<file path="src/core/ctrl_pkg.sv">
/*
  constants for the converter/transmitter event and receiver control register group.
  assumes a byte-wide register port driven by the serial host front end.
*/
// How it works
// - copy-done flag set when enabled, unmasked
// - transmitter flag pulls interrupt, sets summary bit
// - slip flag from slip or block start
// - ready flag when both estimators finish
// - ratio flag when input rate exceeds output
// - converter flags pull interrupt, set summary
// - status read-only, bits 5,4,1,0
// - mask bits enable interrupts, reset masked
// - two-bit trigger mode per interrupt
// - line select routes receiver 1 to 4
// - reference select: dedicated input or master
// - copy disable halts receive-to-host copying
// - output enable drives recovered clock pin
// - divider by 1, 2, 4, 8
// - auto-mute forces audio low on unlock
// - unlock mode stops or free-runs clock
// - control register 2 bit layout
// - control register 1 bit layout
package ctrl_pkg;
  localparam logic [7:0] OFF_STATUS = 8'h0A;
  localparam logic [7:0] OFF_MASK = 8'h0B;
  localparam logic [7:0] OFF_MODE = 8'h0C;
  localparam logic [7:0] OFF_RXCTL1 = 8'h0D;
  localparam logic [7:0] OFF_RXCTL2 = 8'h0E;
  localparam int BIT_COPY = 0;
  localparam int BIT_SLIP = 1;
  localparam int BIT_READY = 4;
  localparam int BIT_RATIO = 5;
  localparam int BIT_RX_COPY_DIS = 4;
  localparam int BIT_RX_REF = 3;
  localparam int BIT_RX_LINE = 0;
  localparam int BIT_UNLOCK_MODE = 4;
  localparam int BIT_AUTO_MUTE = 3;
  localparam int BIT_DIV = 1;
  localparam int BIT_CLK_OE = 0;
  localparam logic [7:0] RST_MASK = 8'h00;
  localparam logic [7:0] RST_MODE = 8'h00;
  localparam logic [7:0] RST_RXCTL1 = 8'h00;
  localparam logic [7:0] RST_RXCTL2 = 8'h00;
  localparam logic [7:0] MASK_EVENTS = 8'h33;
  localparam logic [7:0] MASK_RXCTL1 = 8'h1B;
  localparam logic [7:0] MASK_RXCTL2 = 8'h1F;
  typedef enum logic [1:0] {
    TRIG_RISE = 2'h0,
    TRIG_FALL = 2'h1,
    TRIG_LEVEL = 2'h2,
    TRIG_RSVD = 2'h3
  } trig_t;
endpackage : ctrl_pkg

</file>
<file path="src/core/event_if.sv">
/*
  event bundle between the register top and the trigger detector.
  assumes one clock domain.
*/
`timescale 1ns/100ps
interface event_if;
  logic [3:0] cond;
  logic [7:0] mode;
  logic [3:0] hit;
  modport top (output cond, output mode, input hit);
  modport det (input cond, input mode, output hit);
endinterface : event_if

</file>
<file path="src/core/clk_divider.sv">
/*
  recovered clock divider by 1, 2, 4 or 8 with unlock stop.
  assumes the recovery pll output arrives as a clock-rate enable pulse train.
*/
`timescale 1ns/100ps
module clk_divider
  import ctrl_pkg::*;
(
  input wire logic clk,
  input wire logic nrst,
  input wire logic pll_tick,
  input wire logic [1:0] div_sel,
  input wire logic run,
  output logic tick_out
);
  typedef struct packed {
    logic [2:0] cnt;
    logic out;
  } div_state_t;
  div_state_t st_reg;
  div_state_t st_next;
  logic [2:0] lim;
  always_comb begin
    lim = 3'((4'h1 << div_sel) - 4'h1);
    st_next = st_reg;
    st_next.out = 1'b0;
    if (run && pll_tick) begin
      if (st_reg.cnt >= lim) begin
        st_next.cnt = 3'h0;
        st_next.out = 1'b1;
      end else begin
        st_next.cnt = st_reg.cnt + 3'h1;
      end
    end
  end
  always_ff @(posedge clk or negedge nrst) begin
    if (!nrst) begin
      st_reg <= '0;
    end else begin
      st_reg <= st_next;
    end
  end
  assign tick_out = st_reg.out;
  a_div_stop: assert property (@(posedge clk) disable iff (!nrst)
    !run |=> !tick_out)
    else $error("divided clock ran while stopped");
endmodule : clk_divider

</file>
<file path="src/core/ctrl_regs.sv">
/*
  register group: converter/transmitter event status, mask and trigger mode,
  receiver control 1 and 2, with interrupt and receiver steering outputs.
  assumes the serial host front end issues one-cycle byte reads and writes.
*/
`timescale 1ns/100ps
module ctrl_regs
  import ctrl_pkg::*;
(
  input wire logic CLOCK,
  input wire logic NRST,
  input wire logic [7:0] ADDR,
  input wire logic WR,
  input wire logic RD,
  input wire logic [7:0] WDATA,
  output logic [7:0] RDATA,
  output logic RVALID,
  input wire logic TX_COPY_DONE,
  input wire logic TX_ASYNC_SLIP,
  input wire logic TX_BLOCK_START,
  input wire logic TRANSMIT_COPY_DISABLE,
  input wire logic SLIP_SOURCE_SELECT,
  input wire logic IN_EST_DONE,
  input wire logic OUT_EST_DONE,
  input wire logic RATE_IN_GT_OUT,
  input wire logic DECODER_UNLOCK,
  input wire logic RECOVERY_PLL_UNLOCK,
  input wire logic RECOVERY_PLL_TICK,
  input wire logic [3:0] LINE_RX,
  input wire logic [23:0] RX_AUDIO_IN,
  output logic INT_N_O,
  output logic INT_N_OE,
  output logic TX_SUMMARY,
  output logic CONV_SUMMARY,
  output logic RX_LINE_OUT,
  output logic [1:0] RECEIVER_LINE_SELECT,
  output logic RECEIVER_REF_SELECT,
  output logic RECEIVER_COPY_ENABLE,
  output logic RECOVERED_CLOCK_TICK,
  output logic RECOVERED_CLOCK_O,
  output logic RECOVERED_CLOCK_OE,
  output logic [23:0] RX_AUDIO_OUT
);
  typedef struct packed {
    logic [7:0] status;
    logic [7:0] mask;
    logic [7:0] mode;
    logic [7:0] rxctl1;
    logic [7:0] rxctl2;
    logic [7:0] rdata;
    logic rvalid;
    logic line;
    logic [23:0] audio;
    logic ck_pin;
  } regs_t;
  regs_t st_reg;
  regs_t st_next;
  event_if ev ();
  logic div_tick;
  logic tx_copy_done_flag;
  logic tx_source_slip_flag;
  logic unlocked;
  logic [3:0] enabled;

  function automatic logic [7:0] read_mux(input logic [7:0] a, input regs_t s);
    logic [7:0] r;
    r = 8'h00;
    unique case (a)
      OFF_STATUS: r = s.status & MASK_EVENTS;
      OFF_MASK: r = s.mask & MASK_EVENTS;
      OFF_MODE: r = s.mode;
      OFF_RXCTL1: r = s.rxctl1 & MASK_RXCTL1;
      OFF_RXCTL2: r = s.rxctl2 & MASK_RXCTL2;
      default: r = 8'h00;
    endcase
    return r;
  endfunction : read_mux

  // raw event conditions in status bit order: copy, slip, ready, ratio
  assign ev.cond[0] = TX_COPY_DONE & ~TRANSMIT_COPY_DISABLE;
  assign ev.cond[1] = SLIP_SOURCE_SELECT ? TX_BLOCK_START : TX_ASYNC_SLIP;
  assign ev.cond[2] = IN_EST_DONE & OUT_EST_DONE;
  assign ev.cond[3] = RATE_IN_GT_OUT;
  assign ev.mode = st_reg.mode;
  assign enabled = {st_reg.mask[BIT_RATIO], st_reg.mask[BIT_READY],
                    st_reg.mask[BIT_SLIP], st_reg.mask[BIT_COPY]};

  trig_detect u_det (
    .clk(CLOCK),
    .nrst(NRST),
    .ev(ev)
  );

  assign unlocked = DECODER_UNLOCK & RECOVERY_PLL_UNLOCK;

  clk_divider u_div (
    .clk(CLOCK),
    .nrst(NRST),
    .pll_tick(RECOVERY_PLL_TICK),
    .div_sel(st_reg.rxctl2[BIT_DIV+1:BIT_DIV]),
    .run(~RECOVERY_PLL_UNLOCK | st_reg.rxctl2[BIT_UNLOCK_MODE]),
    .tick_out(div_tick)
  );

  always_comb begin
    st_next = st_reg;
    st_next.rvalid = RD;
    if (RD) begin
      st_next.rdata = read_mux(ADDR, st_reg);
    end
    // flags stay set until the host reads status; a new hit beats the clear
    if (RD && ADDR == OFF_STATUS) begin
      st_next.status = 8'h00;
    end
    if (ev.hit[0] && enabled[0]) begin
      st_next.status[BIT_COPY] = 1'b1;
    end
    if (ev.hit[1] && enabled[1]) begin
      st_next.status[BIT_SLIP] = 1'b1;
    end
    if (ev.hit[2] && enabled[2]) begin
      st_next.status[BIT_READY] = 1'b1;
    end
    if (ev.hit[3] && enabled[3]) begin
      st_next.status[BIT_RATIO] = 1'b1;
    end
    if (WR) begin
      unique case (ADDR)
        OFF_MASK: st_next.mask = WDATA & MASK_EVENTS;
        OFF_MODE: st_next.mode = WDATA;
        OFF_RXCTL1: st_next.rxctl1 = WDATA & MASK_RXCTL1;
        OFF_RXCTL2: st_next.rxctl2 = WDATA & MASK_RXCTL2;
        // status and unmapped offsets ignore writes
        default: ;
      endcase
    end
    st_next.line = LINE_RX[st_reg.rxctl1[BIT_RX_LINE+1:BIT_RX_LINE]];
    // mute only when both decoder and pll agree lock is lost
    if (st_reg.rxctl2[BIT_AUTO_MUTE] && unlocked) begin
      st_next.audio = 24'h000000;
    end else begin
      st_next.audio = RX_AUDIO_IN;
    end
    st_next.ck_pin = div_tick;
  end

  always_ff @(posedge CLOCK or negedge NRST) begin
    if (!NRST) begin
      st_reg <= '0;
      st_reg.mask <= RST_MASK;
      st_reg.mode <= RST_MODE;
      st_reg.rxctl1 <= RST_RXCTL1;
      st_reg.rxctl2 <= RST_RXCTL2;
    end else begin
      st_reg <= st_next;
    end
  end

  assign tx_copy_done_flag = st_reg.status[BIT_COPY];
  assign tx_source_slip_flag = st_reg.status[BIT_SLIP];
  assign TX_SUMMARY = tx_copy_done_flag | tx_source_slip_flag;
  assign CONV_SUMMARY = st_reg.status[BIT_READY] | st_reg.status[BIT_RATIO];
  // open-drain: drive low only, never drive high
  assign INT_N_O = 1'b0;
  assign INT_N_OE = TX_SUMMARY | CONV_SUMMARY;
  assign RDATA = st_reg.rdata;
  assign RVALID = st_reg.rvalid;
  assign RX_LINE_OUT = st_reg.line;
  assign RECEIVER_LINE_SELECT = st_reg.rxctl1[BIT_RX_LINE+1:BIT_RX_LINE];
  assign RECEIVER_REF_SELECT = st_reg.rxctl1[BIT_RX_REF];
  assign RECEIVER_COPY_ENABLE = ~st_reg.rxctl1[BIT_RX_COPY_DIS];
  assign RECOVERED_CLOCK_TICK = div_tick;
  assign RECOVERED_CLOCK_O = st_reg.ck_pin;
  assign RECOVERED_CLOCK_OE = st_reg.rxctl2[BIT_CLK_OE];
  assign RX_AUDIO_OUT = st_reg.audio;

  a_copy_flag_set: assert property (@(posedge CLOCK) disable iff (!NRST)
    (ev.hit[0] && enabled[0]) |=> st_reg.status[BIT_COPY])
    else $error("copy flag not set");
  a_tx_int_low: assert property (@(posedge CLOCK) disable iff (!NRST)
    (tx_copy_done_flag || tx_source_slip_flag) |-> (INT_N_OE && !INT_N_O && TX_SUMMARY))
    else $error("tx flag without interrupt");
  a_slip_flag_set: assert property (@(posedge CLOCK) disable iff (!NRST)
    (ev.hit[1] && enabled[1]) |=> st_reg.status[BIT_SLIP])
    else $error("slip flag not set");
  a_ready_flag_set: assert property (@(posedge CLOCK) disable iff (!NRST)
    (ev.hit[2] && enabled[2]) |=> st_reg.status[BIT_READY])
    else $error("ready flag not set");
  a_ratio_flag_set: assert property (@(posedge CLOCK) disable iff (!NRST)
    (ev.hit[3] && enabled[3]) |=> st_reg.status[BIT_RATIO])
    else $error("ratio flag not set");
  a_conv_int_low: assert property (@(posedge CLOCK) disable iff (!NRST)
    (st_reg.status[BIT_READY] || st_reg.status[BIT_RATIO]) |-> (INT_N_OE && CONV_SUMMARY))
    else $error("converter flag without interrupt");
  a_status_zeros: assert property (@(posedge CLOCK) disable iff (!NRST)
    (RD && ADDR == OFF_STATUS) |=> (RDATA & ~MASK_EVENTS) == 8'h00)
    else $error("reserved status bits nonzero");
  a_masked_quiet: assert property (@(posedge CLOCK) disable iff (!NRST)
    (!enabled[3] && !st_reg.status[BIT_RATIO] && !(RD && ADDR == OFF_STATUS)) |=>
      !st_reg.status[BIT_RATIO])
    else $error("masked ratio flag set");
  a_mute_zero: assert property (@(posedge CLOCK) disable iff (!NRST)
    (st_reg.rxctl2[BIT_AUTO_MUTE] && unlocked) |=> RX_AUDIO_OUT == 24'h000000)
    else $error("audio not muted on unlock");
  a_clk_hiz: assert property (@(posedge CLOCK) disable iff (!NRST)
    !st_reg.rxctl2[BIT_CLK_OE] |-> !RECOVERED_CLOCK_OE)
    else $error("recovered clock driven while disabled");
endmodule : ctrl_regs

</file>
<file path="src/core/trig_detect.sv">
/*
  per-event trigger detector: rising, falling or level.
  assumes conditions are synchronous to CLOCK.
*/
`timescale 1ns/100ps
module trig_detect
  import ctrl_pkg::*;
(
  input wire logic clk,
  input wire logic nrst,
  event_if.det ev
);
  typedef struct packed {
    logic [3:0] prev;
  } det_state_t;
  det_state_t st_reg;
  det_state_t st_next;
  always_comb begin
    st_next.prev = ev.cond;
  end
  always_ff @(posedge clk or negedge nrst) begin
    if (!nrst) begin
      st_reg <= '0;
    end else begin
      st_reg <= st_next;
    end
  end
  genvar g;
  generate
    for (g = 0; g < 4; g++) begin : g_ev
      logic [1:0] m;
      assign m = ev.mode[2*g+1:2*g];
      // reserved code never triggers
      assign ev.hit[g] = (m == TRIG_RISE) ? (ev.cond[g] & ~st_reg.prev[g]) :
                         (m == TRIG_FALL) ? (~ev.cond[g] & st_reg.prev[g]) :
                         (m == TRIG_LEVEL) ? ev.cond[g] : 1'b0;
      a_rise_hit: assert property (@(posedge clk) disable iff (!nrst)
        (m == TRIG_RISE && $rose(ev.cond[g])) |-> ev.hit[g])
        else $error("rising edge not detected");
      a_level_hit: assert property (@(posedge clk) disable iff (!nrst)
        (m == TRIG_LEVEL) |-> (ev.hit[g] == ev.cond[g]))
        else $error("level mode mismatch");
    end
  endgenerate
endmodule : trig_detect

</file>
<file path="config.mk">
export PLATFORM = sky130hd
export DESIGN_NAME = ctrl_regs
export DESIGN_NICKNAME = d
export VERILOG_FILES = /design/src/core/ctrl_pkg.sv /design/src/core/event_if.sv /design/src/core/clk_divider.sv /design/src/core/ctrl_regs.sv /design/src/core/trig_detect.sv
export SDC_FILE = /design/constraint.sdc
export NUM_CORES = 1
export LEC_CHECK = 0
export BUFFER_PORTS_ARGS = -buffer_cell sky130_fd_sc_hd__buf_2
export CAP_MARGIN = 0
export CELL_PAD_IN_SITES_DETAIL_PLACEMENT = 1
export CELL_PAD_IN_SITES_GLOBAL_PLACEMENT = 2
export CORE_ASPECT_RATIO = 0.5
export CORE_MARGIN = 4
export CORE_UTILIZATION = 30
export DETAILED_ROUTE_END_ITERATION = 10
export PLACE_DENSITY = 0.81
export SLEW_MARGIN = 0
export SYNTH_ARGS = -nofsm -noshare
export SYNTH_HDL_FRONTEND = slang
export SYNTH_SLANG_ARGS = --single-unit
</file>
<file path="constraint.sdc">
create_clock -name CLOCK -period 2.6 [get_ports CLOCK]
set_clock_uncertainty 0.2 [all_clocks]
set_input_delay 0.26 -clock CLOCK [delete_from_list [all_inputs] [get_ports CLOCK]]
set_output_delay 0.26 -clock CLOCK [all_outputs]
set_load 0.02 [all_outputs]
</file>
==> results of run 1 <==
[worst register-to-register path: cells and delay by family, from the launching register on]
family                   cells  cell delay [ns]
AND/OR/NAND/NOR              3             0.60
AO/OA/AOI/OAI                2             0.54
flip-flops                   1             0.44
adder cells (fa/ha/maj)      1             0.26
[synthesized netlist by cell type, drive strengths merged, types with 2 or more instances]
cell and count:
nand2 17, o21ai 6, and2 26, a22o 4, ha 4, nor2 2, nand4 2, nand3 3
mux2i 2, nand2b 9, clkbuf 3, a32o 3, o22ai 3, buf 39, inv 8, mux2 25
o2bb2ai 2, or2 4, dfrtp 68, a221oi 9, nor2b 4
[how the worst max path moves through the flow]
stage                                 startpoint  slack (ns)  cells past startpoint                     endpoint
final                     st_reg[37]$_DFFE_PN0P_        0.48                      6  u_div.st_reg[3]$_DFFE_PN0P_
after CTS                 st_reg[37]$_DFFE_PN0P_        0.44                      6  u_div.st_reg[3]$_DFFE_PN0P_
after global placement                   ADDR[7]        0.57                      5       st_reg[36]$_DFFE_PN0P_
after detailed placement  st_reg[37]$_DFFE_PN0P_        0.45                      6  u_div.st_reg[3]$_DFFE_PN0P_
after floorplan           st_reg[37]$_DFFE_PN0P_        0.75                      6  u_div.st_reg[3]$_DFFE_PN0P_
after global routing      st_reg[37]$_DFFE_PN0P_        0.32                      6  u_div.st_reg[3]$_DFFE_PN0P_
[per-stage QoR]
stage	cells	setup WS (ns)	power (µW)	utilization (%)
floorplan	259	0.753	1380	-
global placement	460	0.571	1510	36.3
detailed placement	460	0.452	1520	36.3
CTS	513	0.441	2970	43.6
global route	513	0.317	3070	43.6
finish	513	0.483	2930	43.6
[metal layers]
metal,part of all wire (%),track usage [%],up-vias
li1,-,-,1087
met1,41,16.3,1202
met2,54,28.3,58
met3,4.1,4.33,10
met4,1.2,5.38,0
met5,0,0,-
[logic make-up after synthesis]
group	synth area share, %
adders and majority gates	1.61
and+or+nand+nor	14.8
buffers and inverters	10.5
muxes	10.4
other	0.121
AOI/OAI and AO/OA	7.84
DFF	54.7
[report_power, final]
part,switching (µW),internal [µW],total [µW]
Combinational,203,183,386
Sequential,38.7,1120,1160
Clock,458,932,1390
Total,700,2230,2930
[final cells by class]
| class | count | area, µm² | share of cell area (%) |
|---|---|---|---|
| Sequential cell | 68 | 1700 | 40.0 |
| Multi-Input combinational cell | 140 | 1080 | 25.4 |
| Timing Repair Buffer | 145 | 926 | 21.8 |
| Clock buffer | 9 | 225 | 5.30 |
| Tap cell | 135 | 169 | 3.97 |
| Clock inverter | 7 | 115 | 2.71 |
| Inverter | 9 | 33.8 | 0.795 |
==> run_results.csv, run 1 <==
group,metric,value,unit
drt,ant_nets,0,
finish,fin_area,4250,µm²
sta,whs,0.0148,ns
setup_path,crit-reg2reg-launch,"st_reg[37]$_DFFE_PN0P_",
power,p_per_area,690,nW/µm²
min_path,hold_path.startpoint,"WDATA[3]",
setup_path,critical_path_class,"reg2reg",
clocking,cts_resized,0,
setup_path,crit_top_cell,"nand2b_1",
sta,hold_viol,0,
floorplan,row_count,25,
sta,min_period,2.12,ns
drt,wl_per_cell,17.0,µm
setup_path,endpoint_kind,"register",
sta,relSlewSlack,51.4,%
clocking,cts.clk_slew.worst_paths,0.06,ns
finish,area_growth,36.7,%
sta,setup_viol,0,
drt,first_pass_iters,4,
drt,num_vias,2357,
logic_synthesis,netlist.area_leader.share,54.7,%
setup_path,crit_fanout,5,
finish,nFillCells,1088,
drt,drcViolationCount,0,
finish,largest_register_ffs,24,
clocking,cts_hold_buf,37,
setup_path,r2r_slack,0.48,ns
logic_synthesis,async_flop_share,100,%
clocking,cts_tree,"built",
grt,grt_pass1_wl,14000,µm
logic_synthesis,synth_seq_cells,68,
grt,grt_max_degree,25,
power,leakage,0.00209,µW
grt,antenna_found_initial,0,
setup_path,r2r-end,"u_div.st_reg[3]$_DFFE_PN0P_",
min_path,min_path_cells,2,
setup_path,cp_slowest_cell,"dfrtp_1",
setup_path,critPathLaunchType,"register",
finish,n_antenna_cell,0,
drt,via_per_inst,4.59,
flow_run,drv_cap,0,
floorplan,start_util,31.9,%
sta,fmax,472,MHz
floorplan,die_w,152,µm
setup_path,cpPeakStageDelay,0.44,ns
sta,worst_pin_slew,0.726,ns
logic_synthesis,yosys.cell_types.count,38,
floorplan,core,9760,µm²
grt,grt.total_usage,15.0,%
logic_synthesis,syn_area,3110,µm²
setup_path,path_buf_inv,0,
min_path,holdCritPathClass,"in2reg",
min_path,worstHoldEndpoint,"ev.mode[3]$_DFFE_PN0P_",
logic_synthesis,synth_top_area_cell,"dfrtp_1",
logic_synthesis,ys_top_cells_by_area,"dfrtp_1 (55%), mux2_2 (9.1%), buf_4 (8.4%)",
finish,layout_common_cells,"buf_2 (102), dfrtp_1 (68), dlygate4sd3_1 (37), and2_1 (26), mux2_2 (25)",
placement,numPortBuffers,102,
outcome,status,"complete, no violations",
logic_synthesis,syn_avg_cell_area,12.0,µm²
floorplan,die-height,80,µm
clocking,cts_htree_levels,3,
floorplan,io_pins,104,
logic_synthesis,syn_inst,259,
clocking,cts.path.max_buffers,2,
logic_synthesis,ys.flop_type,"dfrtp_1",
clocking,clockRootBuffer,"clkbuf_16",
clocking,cts.sink_count,68,
logic_synthesis,synth_edf_count,0,
grt,grt_pass1_vias,2691,
sta,fin_crit_sh,81.4,%
placement,dpl.hpwl,6470,µm
logic_synthesis,syn-num-nets,322,
sta,report.final.slew_viol_count,0,
logic_synthesis,ys_warn_count,0,
placement,place.gp.congestion,0.877,
finish,layout.cells.most_common,"buf_2",
finish,nets,436,
clocking,numCtsBuffers,9,
setup_path,r2r_cells,6,
drt,drt-total-wl,8710,µm
clocking,cts_setup_buffers,0,
setup_path,cp_top_family,"simple AND/OR/NAND/NOR gates",
clocking,clk_latency,0.33,ns
logic_synthesis,seq_area_frac_synth,54.7,%
sta,fin_setup_tns,0,ns
placement,dpl_cell_area,3540,µm²
setup_path,cp_cell_sequence,"or2_2 > ha_1 > nand2b_1 > a31oi_1 > nand2b_1 > o22ai_1",
grt,grt_overflow_total,0,
power,peakVddDrop,0.258,mV
finish,drive_gt1_share,42.1,%
setup_path,required,2.64,ns
floorplan,dieArea,12200,µm²
drt,drtIter0Drc,74,
sta,rsz0062_at_grt,"no",
setup_path,cp.arrival,2.16,ns
Power figures use the tool's default switching activity.
==> run 2, diff against run 1 <==
==> constraint.sdc (replaced) <==
create_clock -name CLOCK -period 1.95 [get_ports CLOCK]
set_clock_uncertainty 0.2 [all_clocks]
set_input_delay 0.195 -clock CLOCK [delete_from_list [all_inputs] [get_ports CLOCK]]
set_output_delay 0.195 -clock CLOCK [all_outputs]
set_load 0.02 [all_outputs]
==> run_results.csv, run 2 (same netlist as run 1, synthesis figures left out) <==
group,metric,value,unit
outcome,status,"complete, no violations",
drt,via_per_inst,4.50,
finish,fin_area,4410,µm²
drt,drtIter0Drc,89,
finish,drive_gt1_share,43.7,%
clocking,cts_htree_levels,3,
grt,grt.total_usage,15.2,%
grt,grt_pass1_vias,2788,
min_path,holdCritPathClass,"in2reg",
clocking,cts.sink_count,68,
sta,setup_viol,0,
finish,layout.cells.most_common,"buf_2",
sta,relSlewSlack,57.0,%
clocking,cts.clk_slew.worst_paths,0.05,ns
placement,place.gp.congestion,0.828,
finish,regArea,1700,µm²
sta,min_period,1.93,ns
setup_path,critPathLaunchType,"register",
min_path,worstHoldEndpoint,"RX_LINE_OUT$_DFF_PN0_",
placement,dp_slack,-0.0514,ns
floorplan,die_w,152,µm
finish,multi_input_area,1110,µm²
setup_path,r2r_cells,6,
clocking,clk_latency,0.33,ns
power,leakage,0.00217,µW
floorplan,io_pins,104,
power,peakVddDrop,0.383,mV
finish,area_growth,41.8,%
setup_path,cpPeakStageDelay,0.40,ns
min_path,hold_path.startpoint,"LINE_RX[0]",
floorplan,start_util,31.9,%
placement,dpl.hpwl,6320,µm
drt,first_pass_iters,4,
drt,num_vias,2367,
sta,fin_setup_tns,0,ns
floorplan,die-height,80,µm
flow_run,drv_cap,0,
clocking,cts_tree,"built",
setup_path,crit_fanout,3,
floorplan,dieArea,12200,µm²
setup_path,required,1.55,ns
sta,rsz0062_at_grt,"no",
drt,drcViolationCount,0,
grt,antenna_found_initial,0,
finish,nFillCells,1082,
clocking,cts_setup_buffers,0,
finish,n_antenna_cell,0,
finish,layout_common_cells,"buf_2 (102), dfrtp_1 (68), dlygate4sd3_1 (41), and2_1 (26), mux2_2 (25)",
setup_path,critical_path_class,"reg2out",
sta,report.final.slew_viol_count,0,
finish,nets,449,
setup_path,cp.arrival,1.53,ns
clocking,clockRootBuffer,"clkbuf_16",
grt,grt_max_degree,25,
setup_path,cp_slowest_cell,"dfrtp_1",
setup_path,r2r-end,"u_div.st_reg[3]$_DFFE_PN0P_",
setup_path,r2r_slack,0.12,ns
setup_path,crit-reg2reg-launch,"st_reg[37]$_DFFE_PN0P_",
sta,worst_pin_slew,0.646,ns
finish,postLayoutCoreUtil,45.2,%
finish,largest_register_ffs,24,
setup_path,crit_top_cell,"or2_2",
sta,layout_setup_ws,0.0249,ns
floorplan,core,9760,µm²
placement,dpl_cell_area,3630,µm²
power,p_per_area,879,nW/µm²
sta,hold_viol,0,
grt,grt_pass1_wl,14500,µm
setup_path,endpoint_kind,"output pin",
power,power.total,3880,µW
drt,wl_per_cell,16.5,µm
min_path,min_path_cells,2,
floorplan,row_count,25,
drt,ant_nets,0,
sta,fmax,519,MHz
grt,grt_overflow_total,0,
clocking,cts.path.max_buffers,2,
sta,fin_crit_sh,98.7,%
drt,drt-total-wl,8700,µm
clocking,numCtsBuffers,9,
placement,numPortBuffers,102,
setup_path,cp_cell_sequence,"or2_2 > or2_2 > buf_2",
[run 2: cell count changes in the layout (fill, tap and decap cells not counted), moves of 2 or more]
cell	before	now
clkbuf_8	0	3
dlygate4sd3_1	37	41
buf_12	0	2
clkinvlp_4	2	0
buf_4	6	13
[run 2: layout make-up]
| class | instances | share of cell area [%] |
|---|---|---|
| repair buffers | 158 | 24.0 |
| well taps | 135 | 3.83 |
| multi-input cells | 140 | 25.2 |
| clock buffers | 12 | 6.04 |
| clock inverters | 4 | 1.59 |
| inverters | 9 | 0.766 |
| flip-flops and latches | 68 | 38.6 |
[run 2: metal layers]
metal  wire length [µm]  share of wire [%]  track usage, %
met5                  0                  0               0
met4                 83               0.95            4.39
met3                362                4.2            4.60
met2               4770                 55            28.5
met1               3480                 40            16.9
[run 2: stage by stage]
stage,instances,hold WS (ns)
detailed placement,469,0.0549
finish,526,0.0226
floorplan,259,-0.301
CTS,526,0.0140
global route,526,0.0145
global placement,469,0.0501
[run 2: where the power goes]
group / total [µW] / switching (µW) / leakage, µW / internal [µW]
logic: 541 / 276 / 0.00113 / 265
clock network: 1800 / 578 / 0.000169 / 1220
registers: 1540 / 48.2 / 0.000873 / 1490
[run 2: what timing repair did]
action                                  in CTS  in global routing
endpoints found under the setup margin       2                  3
pin swaps                                    0                  1
gates resized for setup                      2                  3
hold buffers                                41                  0
hold endpoints to repair                    72                  0
gates cloned                                 0                  0
[run 2: worst max-delay path by stage]
stage                                       end  slack, ns                    from  cells past startpoint
finish                                 INT_N_OE       0.02  st_reg[68]$_DFFE_PN0P_                      3
global route                           INT_N_OE      0.002  st_reg[68]$_DFFE_PN0P_                      3
CTS                                    INT_N_OE       0.02  st_reg[68]$_DFFE_PN0P_                      3
detailed placement       st_reg[36]$_DFFE_PN0P_      -0.05                 ADDR[7]                      5
global placement         st_reg[36]$_DFFE_PN0P_    -0.0002                 ADDR[7]                      5
floorplan           u_div.st_reg[3]$_DFFE_PN0P_       0.10  st_reg[37]$_DFFE_PN0P_                      6
[run 2: critical path: cells and delay by family, from the launching register on]
kind | cells | cell delay [ns]
buffers and inverters | 1 | 0.16
AND/OR/NAND/NOR | 2 | 0.65
flip-flops | 1 | 0.40
